==> config.mk <==
export PLATFORM = sky130hd
export DESIGN_NAME = wdog_reset_supervisor
export DESIGN_NICKNAME = d
export VERILOG_FILES = /design/src/hw/wdog_reset_supervisor.v
export VERILOG_INCLUDE_DIRS = /design/src /design/src/include
export SDC_FILE = /design/constraint.sdc
export NUM_CORES = 1
export LEC_CHECK = 0
export BUFFER_PORTS_ARGS = -buffer_cell sky130_fd_sc_hd__buf_2
export CORE_MARGIN = 2
export CORE_UTILIZATION = 55
export DETAILED_ROUTE_END_ITERATION = 12
export PLACE_DENSITY_LB_ADDON = 0.2
export SYNTH_ARGS = -nofsm -noshare
export SYNTH_HDL_FRONTEND = slang
export SYNTH_SLANG_ARGS = --single-unit
==> constraint.sdc <==
create_clock -name i_core_clk -period 6.3 [get_ports i_core_clk]
set_input_delay 0.63 -clock i_core_clk [delete_from_list [all_inputs] [get_ports i_core_clk]]
set_output_delay 0.63 -clock i_core_clk [all_outputs]
set_load 0.005 [all_outputs]
==> src/include/wdog_sup_consts.vh <==
// Offsets, reset values and timing counts for the watchdog supervisor
`ifndef WDOG_SUP_CONSTS_VH
`define WDOG_SUP_CONSTS_VH
`define CLK_HZ 40000000
`define REG_FLAGS 8'h00
`define REG_WDOG 8'h04
`define REG_CTRL 8'h08
`define REG_ALARM 8'h0C
`define FLAGS_WDF_BIT 7
`define FLAGS_AF_BIT 6
`define FLAGS_BL_BIT 4
`define CTRL_FT_BIT 0
`define CTRL_HOLD_BIT 1
`define CTRL_LATCH_BIT 2
`define ALARM_AFE_BIT 0
`define ALARM_ABE_BIT 1
`define WDOG_RST 8'h00
`define CTRL_RST 8'h00
`define ALARM_RST 8'h00
`define TICK16_MS_NUM 1000
`define TICK16_MS_DEN 16
`define EXT_RESET_IN_QUAL_MS 20
`define RST_HOLD_MS 40
`define RST_HOLD_MAX_MS 200
`define BATT_PERIOD_H 24
`define FT_HZ 512
`endif

==> src/hw/wdog_reset_supervisor.v <==
// Watchdog, reset timing, battery check and flags behind AXI4-Lite
`timescale 1ns/100ps
`default_nettype none
`include "wdog_sup_consts.vh"

module wdog_reset_supervisor #(
    parameter TICK16_CYC = `CLK_HZ / 1000 * `TICK16_MS_NUM / `TICK16_MS_DEN,
    parameter QUAL_CYC = `CLK_HZ / 1000 * `EXT_RESET_IN_QUAL_MS,
    parameter HOLD_CYC = `CLK_HZ / 1000 * `RST_HOLD_MS,
    parameter BATT_SEC = `BATT_PERIOD_H * 3600,
    parameter SEC_CYC = `CLK_HZ,
    parameter FT_HALF_CYC = `CLK_HZ / (2 * `FT_HZ)
) (
    input wire i_core_clk,
    input wire i_rst_b,
    input wire i_wdog_kick_in,
    input wire i_ext_reset_in,
    input wire i_power_ok,
    input wire i_battery_below,
    input wire i_alarm_match,
    input wire [31:0] i_awaddr,
    input wire i_awvalid,
    output wire o_awready,
    input wire [31:0] i_wdata,
    input wire [3:0] i_wstrb,
    input wire i_wvalid,
    output wire o_wready,
    output wire [1:0] o_bresp,
    output wire o_bvalid,
    input wire i_bready,
    input wire [31:0] i_araddr,
    input wire i_arvalid,
    output wire o_arready,
    output wire [31:0] o_rdata,
    output wire [1:0] o_rresp,
    output wire o_rvalid,
    input wire i_rready,
    output wire o_sys_reset_out,
    output wire o_sys_reset_oe,
    output wire o_irq_freqtest_out,
    output wire o_irq_freqtest_oe
);
    // Wide enough for one second at any sane clock
    function [31:0] ms_left;
        input [31:0] v;
        begin
            ms_left = (v == 32'h0) ? 32'h0 : v - 32'h1;
        end
    endfunction

    // Pin synchronisers, first stage feeds only the second
    reg [4:0] s1_ff, s2_ff;
    always @(posedge i_core_clk or negedge i_rst_b) begin
        if (!i_rst_b) begin
            s1_ff <= 5'h00;
            s2_ff <= 5'h00;
        end else begin
            s1_ff <= {i_alarm_match, i_battery_below, i_power_ok,
                      i_ext_reset_in, i_wdog_kick_in};
            s2_ff <= s1_ff;
        end
    end
    wire kick_s = s2_ff[0];
    wire ext_reset_in_s = s2_ff[1];
    wire pwr_s = s2_ff[2];
    wire batt_s = s2_ff[3];
    wire alarm_s = s2_ff[4];
    reg kick_d_ff, pwr_d_ff;

    // AXI4-Lite slave, one write and one read at a time
    reg aw_ff, w_ff, bvalid_ff, arready_ff, rvalid_ff;
    reg [7:0] awaddr_ff;
    reg [31:0] wdata_ff, rdata_ff;
    reg [3:0] wstrb_ff;
    reg [1:0] bresp_ff, rresp_ff;
    wire wr_go = aw_ff && w_ff && !bvalid_ff;
    wire ar_take = i_arvalid && arready_ff;
    wire wr_wdog = wr_go && awaddr_ff == `REG_WDOG && wstrb_ff[0];
    wire wr_ctrl = wr_go && awaddr_ff == `REG_CTRL && wstrb_ff[0];
    wire wr_alarm = wr_go && awaddr_ff == `REG_ALARM && wstrb_ff[0];
    wire rd_flags = ar_take && i_araddr[7:0] == `REG_FLAGS
                    && i_araddr[31:8] == 24'h000000;
    assign o_awready = !aw_ff;
    assign o_wready = !w_ff;
    assign o_bvalid = bvalid_ff;
    assign o_bresp = bresp_ff;
    assign o_arready = arready_ff;
    assign o_rvalid = rvalid_ff;
    assign o_rdata = rdata_ff;
    assign o_rresp = rresp_ff;

    // Register state
    reg [7:0] wdog_ff, ctrl_ff, alarm_ff;
    reg wdog_expired_flag_ff, battery_low_flag_ff, alarm_flag_ff;
    reg irq_wd_ff, wd_armed_ff;
    reg [31:0] tick_cnt_ff, wd_cnt_ff;
    wire [4:0] timeout_multiplier = wdog_ff[6:2];
    wire [1:0] timeout_resolution = wdog_ff[1:0];
    wire wdog_steer = wdog_ff[7];

    // Reset sequencing: 0 idle, 1 qualify, 2 hold low, 3 release wait
    localparam RS_IDLE = 2'b00;
    localparam RS_QUAL = 2'b01;
    localparam RS_LOW = 2'b10;
    localparam RS_REL = 2'b11;
    reg [1:0] rs_ff;
    reg [31:0] rs_cnt_ff;
    reg wd_pulse_ff;
    reg rst_low_ff;
    wire wd_expire = wd_armed_ff && (timeout_multiplier != 5'h00)
                     && wd_cnt_ff == 32'h0 && tick_cnt_ff == 32'h0;
    wire kick_edge = kick_s ^ kick_d_ff;

    // Bus channel handshakes and read mux
    always @(posedge i_core_clk or negedge i_rst_b) begin
        if (!i_rst_b) begin
            aw_ff <= 1'b0;
            w_ff <= 1'b0;
            awaddr_ff <= 8'h00;
            wdata_ff <= 32'h00000000;
            wstrb_ff <= 4'h0;
            bvalid_ff <= 1'b0;
            bresp_ff <= 2'b00;
            arready_ff <= 1'b1;
            rvalid_ff <= 1'b0;
            rdata_ff <= 32'h00000000;
            rresp_ff <= 2'b00;
        end else begin
            if (i_awvalid && !aw_ff) begin
                aw_ff <= 1'b1;
                awaddr_ff <= (i_awaddr[31:8] == 24'h000000) ?
                             i_awaddr[7:0] : 8'hFF;
            end
            if (i_wvalid && !w_ff) begin
                w_ff <= 1'b1;
                wdata_ff <= i_wdata;
                wstrb_ff <= i_wstrb;
            end
            if (wr_go) begin
                aw_ff <= 1'b0;
                w_ff <= 1'b0;
                bvalid_ff <= 1'b1;
                bresp_ff <= (awaddr_ff == `REG_WDOG || awaddr_ff == `REG_CTRL
                    || awaddr_ff == `REG_ALARM || awaddr_ff == `REG_FLAGS)
                    ? 2'b00 : 2'b10;
            end else if (bvalid_ff && i_bready) begin
                bvalid_ff <= 1'b0;
            end
            if (ar_take) begin
                arready_ff <= 1'b0;
                rvalid_ff <= 1'b1;
                rresp_ff <= 2'b00;
                rdata_ff <= 32'h00000000;
                if (i_araddr[31:8] != 24'h000000) begin
                    rresp_ff <= 2'b10;
                end else begin
                    case (i_araddr[7:0])
                    `REG_FLAGS: rdata_ff[7:0] <= {wdog_expired_flag_ff,
                        alarm_flag_ff, 1'b0, battery_low_flag_ff, 4'h0};
                    `REG_WDOG: rdata_ff[7:0] <= wdog_ff;
                    `REG_CTRL: rdata_ff[7:0] <= ctrl_ff;
                    `REG_ALARM: rdata_ff[7:0] <= alarm_ff;
                    default: rresp_ff <= 2'b10;
                    endcase
                end
            end else if (rvalid_ff && i_rready) begin
                rvalid_ff <= 1'b0;
                arready_ff <= 1'b1;
            end
        end
    end

    // Watchdog: 1/16 s tick base, resolution scales ticks
    function [31:0] timeout_ticks;
        input [4:0] mult;
        input [1:0] res;
        begin
            case (res)
            2'b00: timeout_ticks = {27'h0, mult} - 32'h1;
            2'b01: timeout_ticks = {25'h0, mult, 2'b00} - 32'h1;
            2'b10: timeout_ticks = {23'h0, mult, 4'h0} - 32'h1;
            default: timeout_ticks = {21'h0, mult, 6'h00} - 32'h1;
            endcase
        end
    endfunction
    reg [31:0] nxt_wd_cnt;
    always @* begin
        nxt_wd_cnt = timeout_ticks(timeout_multiplier, timeout_resolution);
    end

    // Watchdog register, counter and flags
    always @(posedge i_core_clk or negedge i_rst_b) begin
        if (!i_rst_b) begin
            wdog_ff <= `WDOG_RST;
            ctrl_ff <= `CTRL_RST;
            alarm_ff <= `ALARM_RST;
            wd_armed_ff <= 1'b0;
            wd_cnt_ff <= 32'h0;
            tick_cnt_ff <= 32'h0;
            irq_wd_ff <= 1'b0;
            wdog_expired_flag_ff <= 1'b0;
            alarm_flag_ff <= 1'b0;
            kick_d_ff <= 1'b0;
            wd_pulse_ff <= 1'b0;
        end else begin
            kick_d_ff <= kick_s;
            wd_pulse_ff <= 1'b0;
            tick_cnt_ff <= (tick_cnt_ff == 32'h0) ? TICK16_CYC - 1
                           : tick_cnt_ff - 32'h1;
            if (tick_cnt_ff == 32'h0 && wd_armed_ff) begin
                wd_cnt_ff <= ms_left(wd_cnt_ff);
            end
            if (wr_ctrl) begin
                ctrl_ff <= {5'h00, wdata_ff[2:0]};
            end
            if (wr_alarm) begin
                alarm_ff <= {6'h00, wdata_ff[1:0]};
            end
            // Set wins over the read-clear in the same cycle
            if (rd_flags) begin
                wdog_expired_flag_ff <= 1'b0;
                alarm_flag_ff <= 1'b0;
            end
            if (alarm_s) begin
                alarm_flag_ff <= 1'b1;
            end
            if (wr_wdog) begin
                wdog_ff <= wdata_ff[7:0];
                wd_armed_ff <= wdata_ff[6:2] != 5'h00;
                tick_cnt_ff <= TICK16_CYC - 1;
                // Load straight from the new value, old one is stale
                wd_cnt_ff <= timeout_ticks(wdata_ff[6:2], wdata_ff[1:0]);
                if (wdata_ff[7:0] == 8'h00) begin
                    irq_wd_ff <= 1'b0;
                end
            end else if (kick_edge && wd_armed_ff) begin
                tick_cnt_ff <= TICK16_CYC - 1;
                wd_cnt_ff <= nxt_wd_cnt;
            end
            if (wd_expire) begin
                wdog_expired_flag_ff <= 1'b1;
                wd_armed_ff <= 1'b0;
                if (wdog_steer) begin
                    wd_pulse_ff <= 1'b1;
                    wdog_ff <= 8'h00;
                    ctrl_ff[`CTRL_FT_BIT] <= 1'b0;
                end else begin
                    irq_wd_ff <= 1'b1;
                end
            end
            if (!pwr_s) begin
                wdog_ff <= 8'h00;
                wd_armed_ff <= 1'b0;
            end
            if (pwr_s && !pwr_d_ff) begin
                wdog_ff <= 8'h00;
                ctrl_ff <= `CTRL_RST;
                alarm_ff <= `ALARM_RST;
                irq_wd_ff <= 1'b0;
            end
        end
    end

    // Reset output sequencer for power, pin and watchdog causes
    wire ext_reset_in_low = !ext_reset_in_s;
    always @(posedge i_core_clk or negedge i_rst_b) begin
        if (!i_rst_b) begin
            rs_ff <= RS_LOW;
            rs_cnt_ff <= 32'h0;
            rst_low_ff <= 1'b1;
            pwr_d_ff <= 1'b0;
        end else begin
            pwr_d_ff <= pwr_s;
            case (rs_ff)
            RS_IDLE: begin
                rst_low_ff <= 1'b0;
                if (!pwr_s || wd_pulse_ff) begin
                    rs_ff <= RS_LOW;
                    rst_low_ff <= 1'b1;
                end else if (ext_reset_in_low) begin
                    rs_ff <= RS_QUAL;
                    rs_cnt_ff <= QUAL_CYC - 1;
                end
            end
            RS_QUAL: begin
                // Supply loss or a watchdog pulse must not wait out the filter
                if (!pwr_s || wd_pulse_ff) begin
                    rs_ff <= RS_LOW;
                    rst_low_ff <= 1'b1;
                end else if (!ext_reset_in_low) begin
                    rs_ff <= RS_IDLE;
                end else if (rs_cnt_ff == 32'h0) begin
                    rs_ff <= RS_LOW;
                    rst_low_ff <= 1'b1;
                end else begin
                    rs_cnt_ff <= rs_cnt_ff - 32'h1;
                end
            end
            RS_LOW: begin
                rst_low_ff <= 1'b1;
                rs_cnt_ff <= HOLD_CYC - 1;
                if (pwr_s && !ext_reset_in_low) begin
                    rs_ff <= RS_REL;
                end
            end
            default: begin
                if (!pwr_s || ext_reset_in_low) begin
                    rs_ff <= RS_LOW;
                end else if (rs_cnt_ff == 32'h0) begin
                    rs_ff <= RS_IDLE;
                    rst_low_ff <= 1'b0;
                end else begin
                    rs_cnt_ff <= rs_cnt_ff - 32'h1;
                end
            end
            endcase
        end
    end

    // Battery check at power-up and every period, mains only
    reg [31:0] sec_cnt_ff, batt_cnt_ff;
    always @(posedge i_core_clk or negedge i_rst_b) begin
        if (!i_rst_b) begin
            sec_cnt_ff <= 32'h0;
            batt_cnt_ff <= 32'h0;
            battery_low_flag_ff <= 1'b0;
        end else if (!pwr_s) begin
            sec_cnt_ff <= 32'h0;
            batt_cnt_ff <= 32'h0;
        end else begin
            sec_cnt_ff <= (sec_cnt_ff == 32'h0) ? SEC_CYC - 1
                          : sec_cnt_ff - 32'h1;
            if (batt_cnt_ff == 32'h0) begin
                battery_low_flag_ff <= batt_s;
                batt_cnt_ff <= BATT_SEC;
            end else if (sec_cnt_ff == 32'h0) begin
                batt_cnt_ff <= batt_cnt_ff - 32'h1;
            end
        end
    end

    // Shared pin: irq sources override the 512 Hz test toggle
    reg [31:0] ft_cnt_ff;
    reg ft_ff, pin_low_ff;
    wire alarm_irq = alarm_flag_ff && alarm_ff[`ALARM_AFE_BIT];
    wire ft_ok = ctrl_ff[`CTRL_FT_BIT] && !alarm_ff[`ALARM_AFE_BIT]
                 && (wdog_steer || wdog_ff == 8'h00);
    always @(posedge i_core_clk or negedge i_rst_b) begin
        if (!i_rst_b) begin
            ft_cnt_ff <= 32'h0;
            ft_ff <= 1'b0;
            pin_low_ff <= 1'b0;
        end else begin
            ft_cnt_ff <= (ft_cnt_ff == 32'h0) ? FT_HALF_CYC - 1
                         : ft_cnt_ff - 32'h1;
            if (ft_cnt_ff == 32'h0) begin
                ft_ff <= !ft_ff;
            end
            if (irq_wd_ff || alarm_irq) begin
                pin_low_ff <= 1'b1;
            end else begin
                pin_low_ff <= ft_ok && !ft_ff;
            end
        end
    end

    // Open-drain pins drive low only
    assign o_sys_reset_out = 1'b0;
    assign o_sys_reset_oe = rst_low_ff;
    assign o_irq_freqtest_out = 1'b0;
    assign o_irq_freqtest_oe = pin_low_ff;
endmodule
`default_nettype wire

## Word-level counts from Yosys, hierarchy flattened

Cells that the tools add are included.

| storage, ports and cells | value |
|---|---|
| word-level logic and storage cells | 228 |
| bits of input ports | 112 |
| register bits after elaboration | 273 |
| output and inout port bits | 45 |

| cells by class | value |
|---|---|
| muxes and demuxes | 79 |
| bitwise gates (word level) | 1 |
| equal/unequal tests | 24 |
| reductions and logical operators | 75 |
| add/sub/neg operators | 14 |

Operator list:

| cell | count |
|---|---|
| 32-bit two-way mux | 19 |
| 32-bit one-hot mux with 3 select lines | 3 |
| 32-bit logical NOT | 6 |
| 32-bit by 1-bit subtractor with 32-bit output, second input constant | 6 |
| 8-bit two-way mux | 11 |
| 24-bit logical NOT | 2 |
| 8-bit by 4-bit == test with 1-bit output, second input constant | 4 |
| 8-bit logical NOT | 4 |
| 1-bit two-way mux | 32 |
| 8-bit one-hot mux with 4 select lines | 1 |
| 1-bit logical AND | 26 |
| 24-bit nonzero test | 1 |
| 11-bit by 1-bit subtractor with 12-bit output, second input constant | 2 |
| 2-bit two-way mux | 11 |
| 9-bit by 1-bit subtractor with 10-bit output, second input constant | 2 |
| 8-bit by 3-bit == test with 1-bit output, second input constant | 2 |
| 2-bit nonzero test | 8 |
| 7-bit by 1-bit subtractor with 8-bit output, second input constant | 2 |
| 5-bit nonzero test | 3 |
| 5-bit by 1-bit subtractor with 6-bit output, second input constant | 2 |
| 2-bit != test, second input constant | 5 |
| 3-bit != test, second input constant | 3 |
| 1-bit logical NOT | 8 |
| 4-bit AND reduction | 2 |
| other kinds (15) | 28 |

## Logic depth before layout (Yosys ltp)

| depth | value |
|---|---|
| word-level depth | 9 |
| gate-level depth with buffers | 11 |
| gate-level depth less buffers | 8 |

## Worst setup path before layout

No wires, ideal clock.

| timing path | value |
|---|---|
| kind | register to register |
| start point | reg rs_ff[1] |
| end point | reg rs_cnt_ff[17] |
| required time | 6167 ps |
| clock period less this slack | 2723 ps |
| setup time | 133 ps |
| arrival time | 2589 ps |
| slack | 3577 ps |
| stages on the path, launching flop included | 12 |
| buffers on the path | 3 |
| cells stage by stage | dfstp_2 > inv_1 > ha_1 > clkbuf_1 > nor2_1 > mux2_2 > a22oi_1 > or4b_1 > buf_2 > buf_4 > o41ai_1 > a21oi_1 |

| on the way | value |
|---|---|
| longest elaborated chain between the ends | 3 |
| elaborated cells between the ends (all ways) | 10 |
| classes of those cells | eq/ne: 7; mux: 1; reduce/logical: 2 |

Ends and longest elaborated chain:

| item | RTL line | text |
|---|---|---|
| from (decl) | wdog_reset_supervisor.v:106 | `reg [1:0] rs_ff;` |
| from (signal assigned) | wdog_reset_supervisor.v:268 | `rs_ff <= RS_LOW;` |
| from (signal assigned) | wdog_reset_supervisor.v:278 | `rs_ff <= RS_LOW;` |
| from (signal assigned) | wdog_reset_supervisor.v:281 | `rs_ff <= RS_QUAL;` |
| 2-bit == test (tied with other cells) | wdog_reset_supervisor.v:274 | `case (rs_ff)` |
| 4-bit by 1-bit != test with 1-bit output (no line) / 2-bit != test (equally long branches) | - |  |
| 5-bit AND reduction (no line) | - |  |
| to (signal assigned) | wdog_reset_supervisor.v:282 | `rs_cnt_ff <= QUAL_CYC - 1;` |
| to (signal assigned) | wdog_reset_supervisor.v:296 | `rs_cnt_ff <= rs_cnt_ff - 32'h1;` |
| to (signal assigned) | wdog_reset_supervisor.v:301 | `rs_cnt_ff <= HOLD_CYC - 1;` |
| to (decl) | wdog_reset_supervisor.v:107 | `reg [31:0] rs_cnt_ff;` |

Several ways; a longest one is shown, not always the timed one.
A chain may end at the register's enable or synchronous reset.

## Final worst setup path

| timing path | value |
|---|---|
| start point | reg rs_ff[0] |
| end point | reg rs_cnt_ff[29] |

The elaborated chain is that of the path after synthesis.

==> impl_metrics.yaml <==
status:
  run_status: "finished clean"
logic_synthesis:
  ys_warn_count: 0
  synth.yosys.seq_area_share_pct: 45.83
  syn_area_um2: 14200
  ys_ff_latch: 260
  synth_flop_cell: "dfrtp_1"
  netlist_instances: 1535
  synth-async-reset-ratio_pct: 100.0
  synth_area_per_cell_um2: 9.253
  synth_edf_count: 0
  yosysUniqueCellTypes: 80
run:
  max-cap-violations: 0
hold_path:
  hp-class: "input port to asynchronous set/reset pin"
worst_setup_path:
  cp-start-kind: "flip-flop"
  arrival_ns: 3.91
  critPathMaxStageDelay_ns: 0.70
  criticalPathCategory: "flip-flop to flip-flop"
  cp_num_cells: 8
  rr_worst_depth: 8
  slowest_stage: "dfrtp_1"
  path_delay_family: "simple AND/OR/NAND/NOR gates"
  crit_buf_inv: 1
  cp_max_fo: 18
  cpMostUsedCell: "or4_1"
  worstPathRequired_ns: 6.68
  crit_path_end_kind: "flip-flop"
  crit_chain: "inv_1 -> ha_1 -> nor2_1 -> nand3_1 -> or4_1 -> or4b_1 -> or4_1 -> a21oi_1"
global_routing:
  grt_max_degree: 181
  grt_usage_pct: 24.04
  grt_antenna_before_repair: 0
  grt_pass1_wl_um: 54110
  grt_pass1_vias: 11160
  gr-total-overflow: 0
sta:
  tightest_slew_ns: 1.409
  period_needed_ns: 3.533
  slew_violations: 0
  fin_setup_tns_ns: 0
  slew_headroom_pct: 5.228
  holdWs_ns: 0.04879
  fmaxAchievable_mhz: 283.0
  period_share_pct: 56.08
  skew_ns: 0.01208
  setup_viol: 0
  hold_viol: 0
  rsz0062_at_grt: "no"
floorplan:
  die_x_um: 164.7
  core_area_um2: 25250
  row_count: 58
  die_y_um: 164.7
  io_pins: 157
  floorplan.initialDensity_pct: 56.24
  dieArea_um2: 27130
cts:
  clk_pin_slew_ns: 0.06
  clockBufferDepth: 3
  cts_hold_buf: 0
  numCtsBuffers: 29
  htreeDepth: 1
  clk_latency_ns: 0.55
  cts.sinks: 260
  root_buffer: "clkbuf_16"
  cts_resized: 0
  tritoncts: "done"
  post-cts-setup-buffers: 0
drt:
  num_vias: 11698
  ant_nets: 0
  post-route-drc-count: 0
  wl_um: 31890
  wl_per_cell_um: 16.19
  maxUsedRoutingLayer: "met4"
  detail_route.first_pass.iterations: 5
  route.met2.wl_um: 15060
  viasPerCell: 5.938
  met3_length_um: 1481
  drt-initial-drc-count: 949
  met1Wirelength_um: 14710
layout:
  final-instance-count-excl-fill: 1970
  diodes: 0
  fillers: 2121
  drive_gt1_share_pct: 12.56
  area_delta_synth_final_pct: 11.28
  nNetsFinal: 1757
placement:
  gp_congestion: 0.8241
  dpl.hpwl_um: 21500
  port_buffers: 101
  placedCellCount: 1918
pwr:
  power.density_nw_per_um2: 348.0
  leakage_uw: 0.006887
  ir_drop_mv: 0.2006
==> metal layers <==
| layer | vias to the layer above | GRT usage [%] |
|---|---|---|
| li1 | 5698 | - |
| met1 | 5666 | 33.99 |
| met2 | 288 | 39.79 |
| met3 | 46 | 3.014 |
| met4 | 0 | 5.613 |
| met5 | - | 0 |
==> cell families (layout without fill, tap and decap cells) <==
kind of cell | after synthesis | after routing | share of synthesized area [%]
AO/OA/AOI/OAI | 313 | 313 | 14.20
XOR/XNOR | 119 | 119 | 7.391
adder cells (fa/ha/maj) | 26 | 26 | 2.290
buffers and inverters | 134 | 212 | 4.396
flip-flops | 260 | 260 | 45.83
multiplexers | 22 | 22 | 1.647
other | 1 | 28 | 0.02640
AND/OR/NAND/NOR | 660 | 660 | 24.22
==> synthesized netlist by cell type (6+ instances only) <==
cell type / number / area, µm²
nor4_1: 68 / 425.4
nand3b_1: 7 / 52.55
a21oi_1: 97 / 485.5
o211ai_1: 8 / 60.06
a31oi_1: 23 / 143.9
nor4b_1: 7 / 61.31
a22o_1: 16 / 140.1
o21bai_1: 6 / 45.04
mux2i_1: 11 / 110.1
nand4b_1: 11 / 96.34
nand3_1: 35 / 175.2
nand2_1: 115 / 431.7
nand2b_1: 8 / 50.05
clkbuf_1: 44 / 165.2
buf_4: 29 / 217.7
buf_2: 10 / 50.05
and3_1: 6 / 37.54
or2_2: 13 / 81.33
o21ai_0: 68 / 340.3
mux2_2: 11 / 123.9
nor3_1: 74 / 370.4
o22a_1: 8 / 70.07
nor2b_1: 6 / 37.54
o31ai_1: 17 / 127.6
nor2_1: 198 / 743.2
ha_1: 26 / 325.3
or3_1: 29 / 181.4
dfrtp_1: 257 / 6431
nor4_2: 7 / 87.58
xor2_1: 38 / 332.8
a221oi_1: 9 / 78.83
a211oi_1: 10 / 75.07
inv_1: 50 / 187.7
nand4_1: 16 / 100.1
xnor2_1: 80 / 700.7
or4_1: 23 / 172.7
and2_1: 10 / 62.56
==> metrics by stage <==
stage               total power, µW  setup slack [ns]  utilization (%)  instance area [µm²]
global placement               3857             2.834            58.95                14890
finish                         5499             2.767            62.58                15810
global route                   5873             2.414            62.58                15810
detailed placement             3903             2.788            58.95                14890
CTS                            5537             2.781            62.58                15810
floorplan                      3478             3.577                -                14310
==> path summary, 6_finish.rpt <==
kind | from | endpoint | slack (ns)
setup / recovery | rs_ff[0] | rs_cnt_ff[29] | 2.77
hold / removal | i_rst_b | wd_cnt_ff[23] | 0.05
setup reg to reg | rs_ff[0] | rs_cnt_ff[29] | 2.77
hold reg to reg | s1_ff[2] | s2_ff[2] | 0.35
max in group asynchronous | i_rst_b | sec_cnt_ff[14] | 4.83
min in group i_core_clk | i_alarm_match | s1_ff[4] | 0.19
==> sequential cells by signal, summed over array words and instances (netlist names), 2 cells and up <==
| name | flops |
|---|---|
| batt_cnt_ff | 32 |
| s1_ff | 5 |
| ft_cnt_ff | 32 |
| wdog_ff | 8 |
| alarm_ff | 2 |
| tick_cnt_ff | 32 |
| s2_ff | 5 |
| wd_cnt_ff | 32 |
| sec_cnt_ff | 32 |
| awaddr_ff | 8 |
| ctrl_ff | 3 |
| wdata_ff | 8 |
| rs_cnt_ff | 32 |
| o_rdata | 8 |
| rs_ff | 2 |
==> report_power, final <==
part           switching (µW)  total [µW]  leakage (µW)  internal (µW)
combinational            1080        1740       0.00311            669
sequential                249        2140       0.00332           1890
clock                     673        1610      0.000454            938
==> cells in the final DEF, fill, tap and decap left out, types with 16 or more instances in the layout <==
master       n
nor2_1     197
or4_1       23
nor3_1      74
buf_2      100
o31ai_1     17
a21oi_1     97
nor4_1      68
nand3_1     35
clkbuf_16   29
nand2_1    115
xnor2_1     80
xor2_1      38
ha_1        26
conb_1      28
o21ai_0     68
or3_1       29
dfrtp_1    257
a22o_1      16
inv_1       50
a31oi_1     23
nand4_1     16
==> layout make-up <==
| cell class | count | area [µm²] | area share (%) |
|---|---|---|---|
| flip-flops and latches | 260 | 6510 | 41.19 |
| clock inverters | 9 | 58.81 | 0.3721 |
| repair buffers | 110 | 595.6 | 3.768 |
| multi-input cells | 1168 | 7182 | 45.44 |
| well taps | 330 | 412.9 | 2.612 |
| inverters | 50 | 187.7 | 1.187 |
| clock buffers | 43 | 858.3 | 5.431 |
No activity file was read; power rests on OpenSTA's default activity.
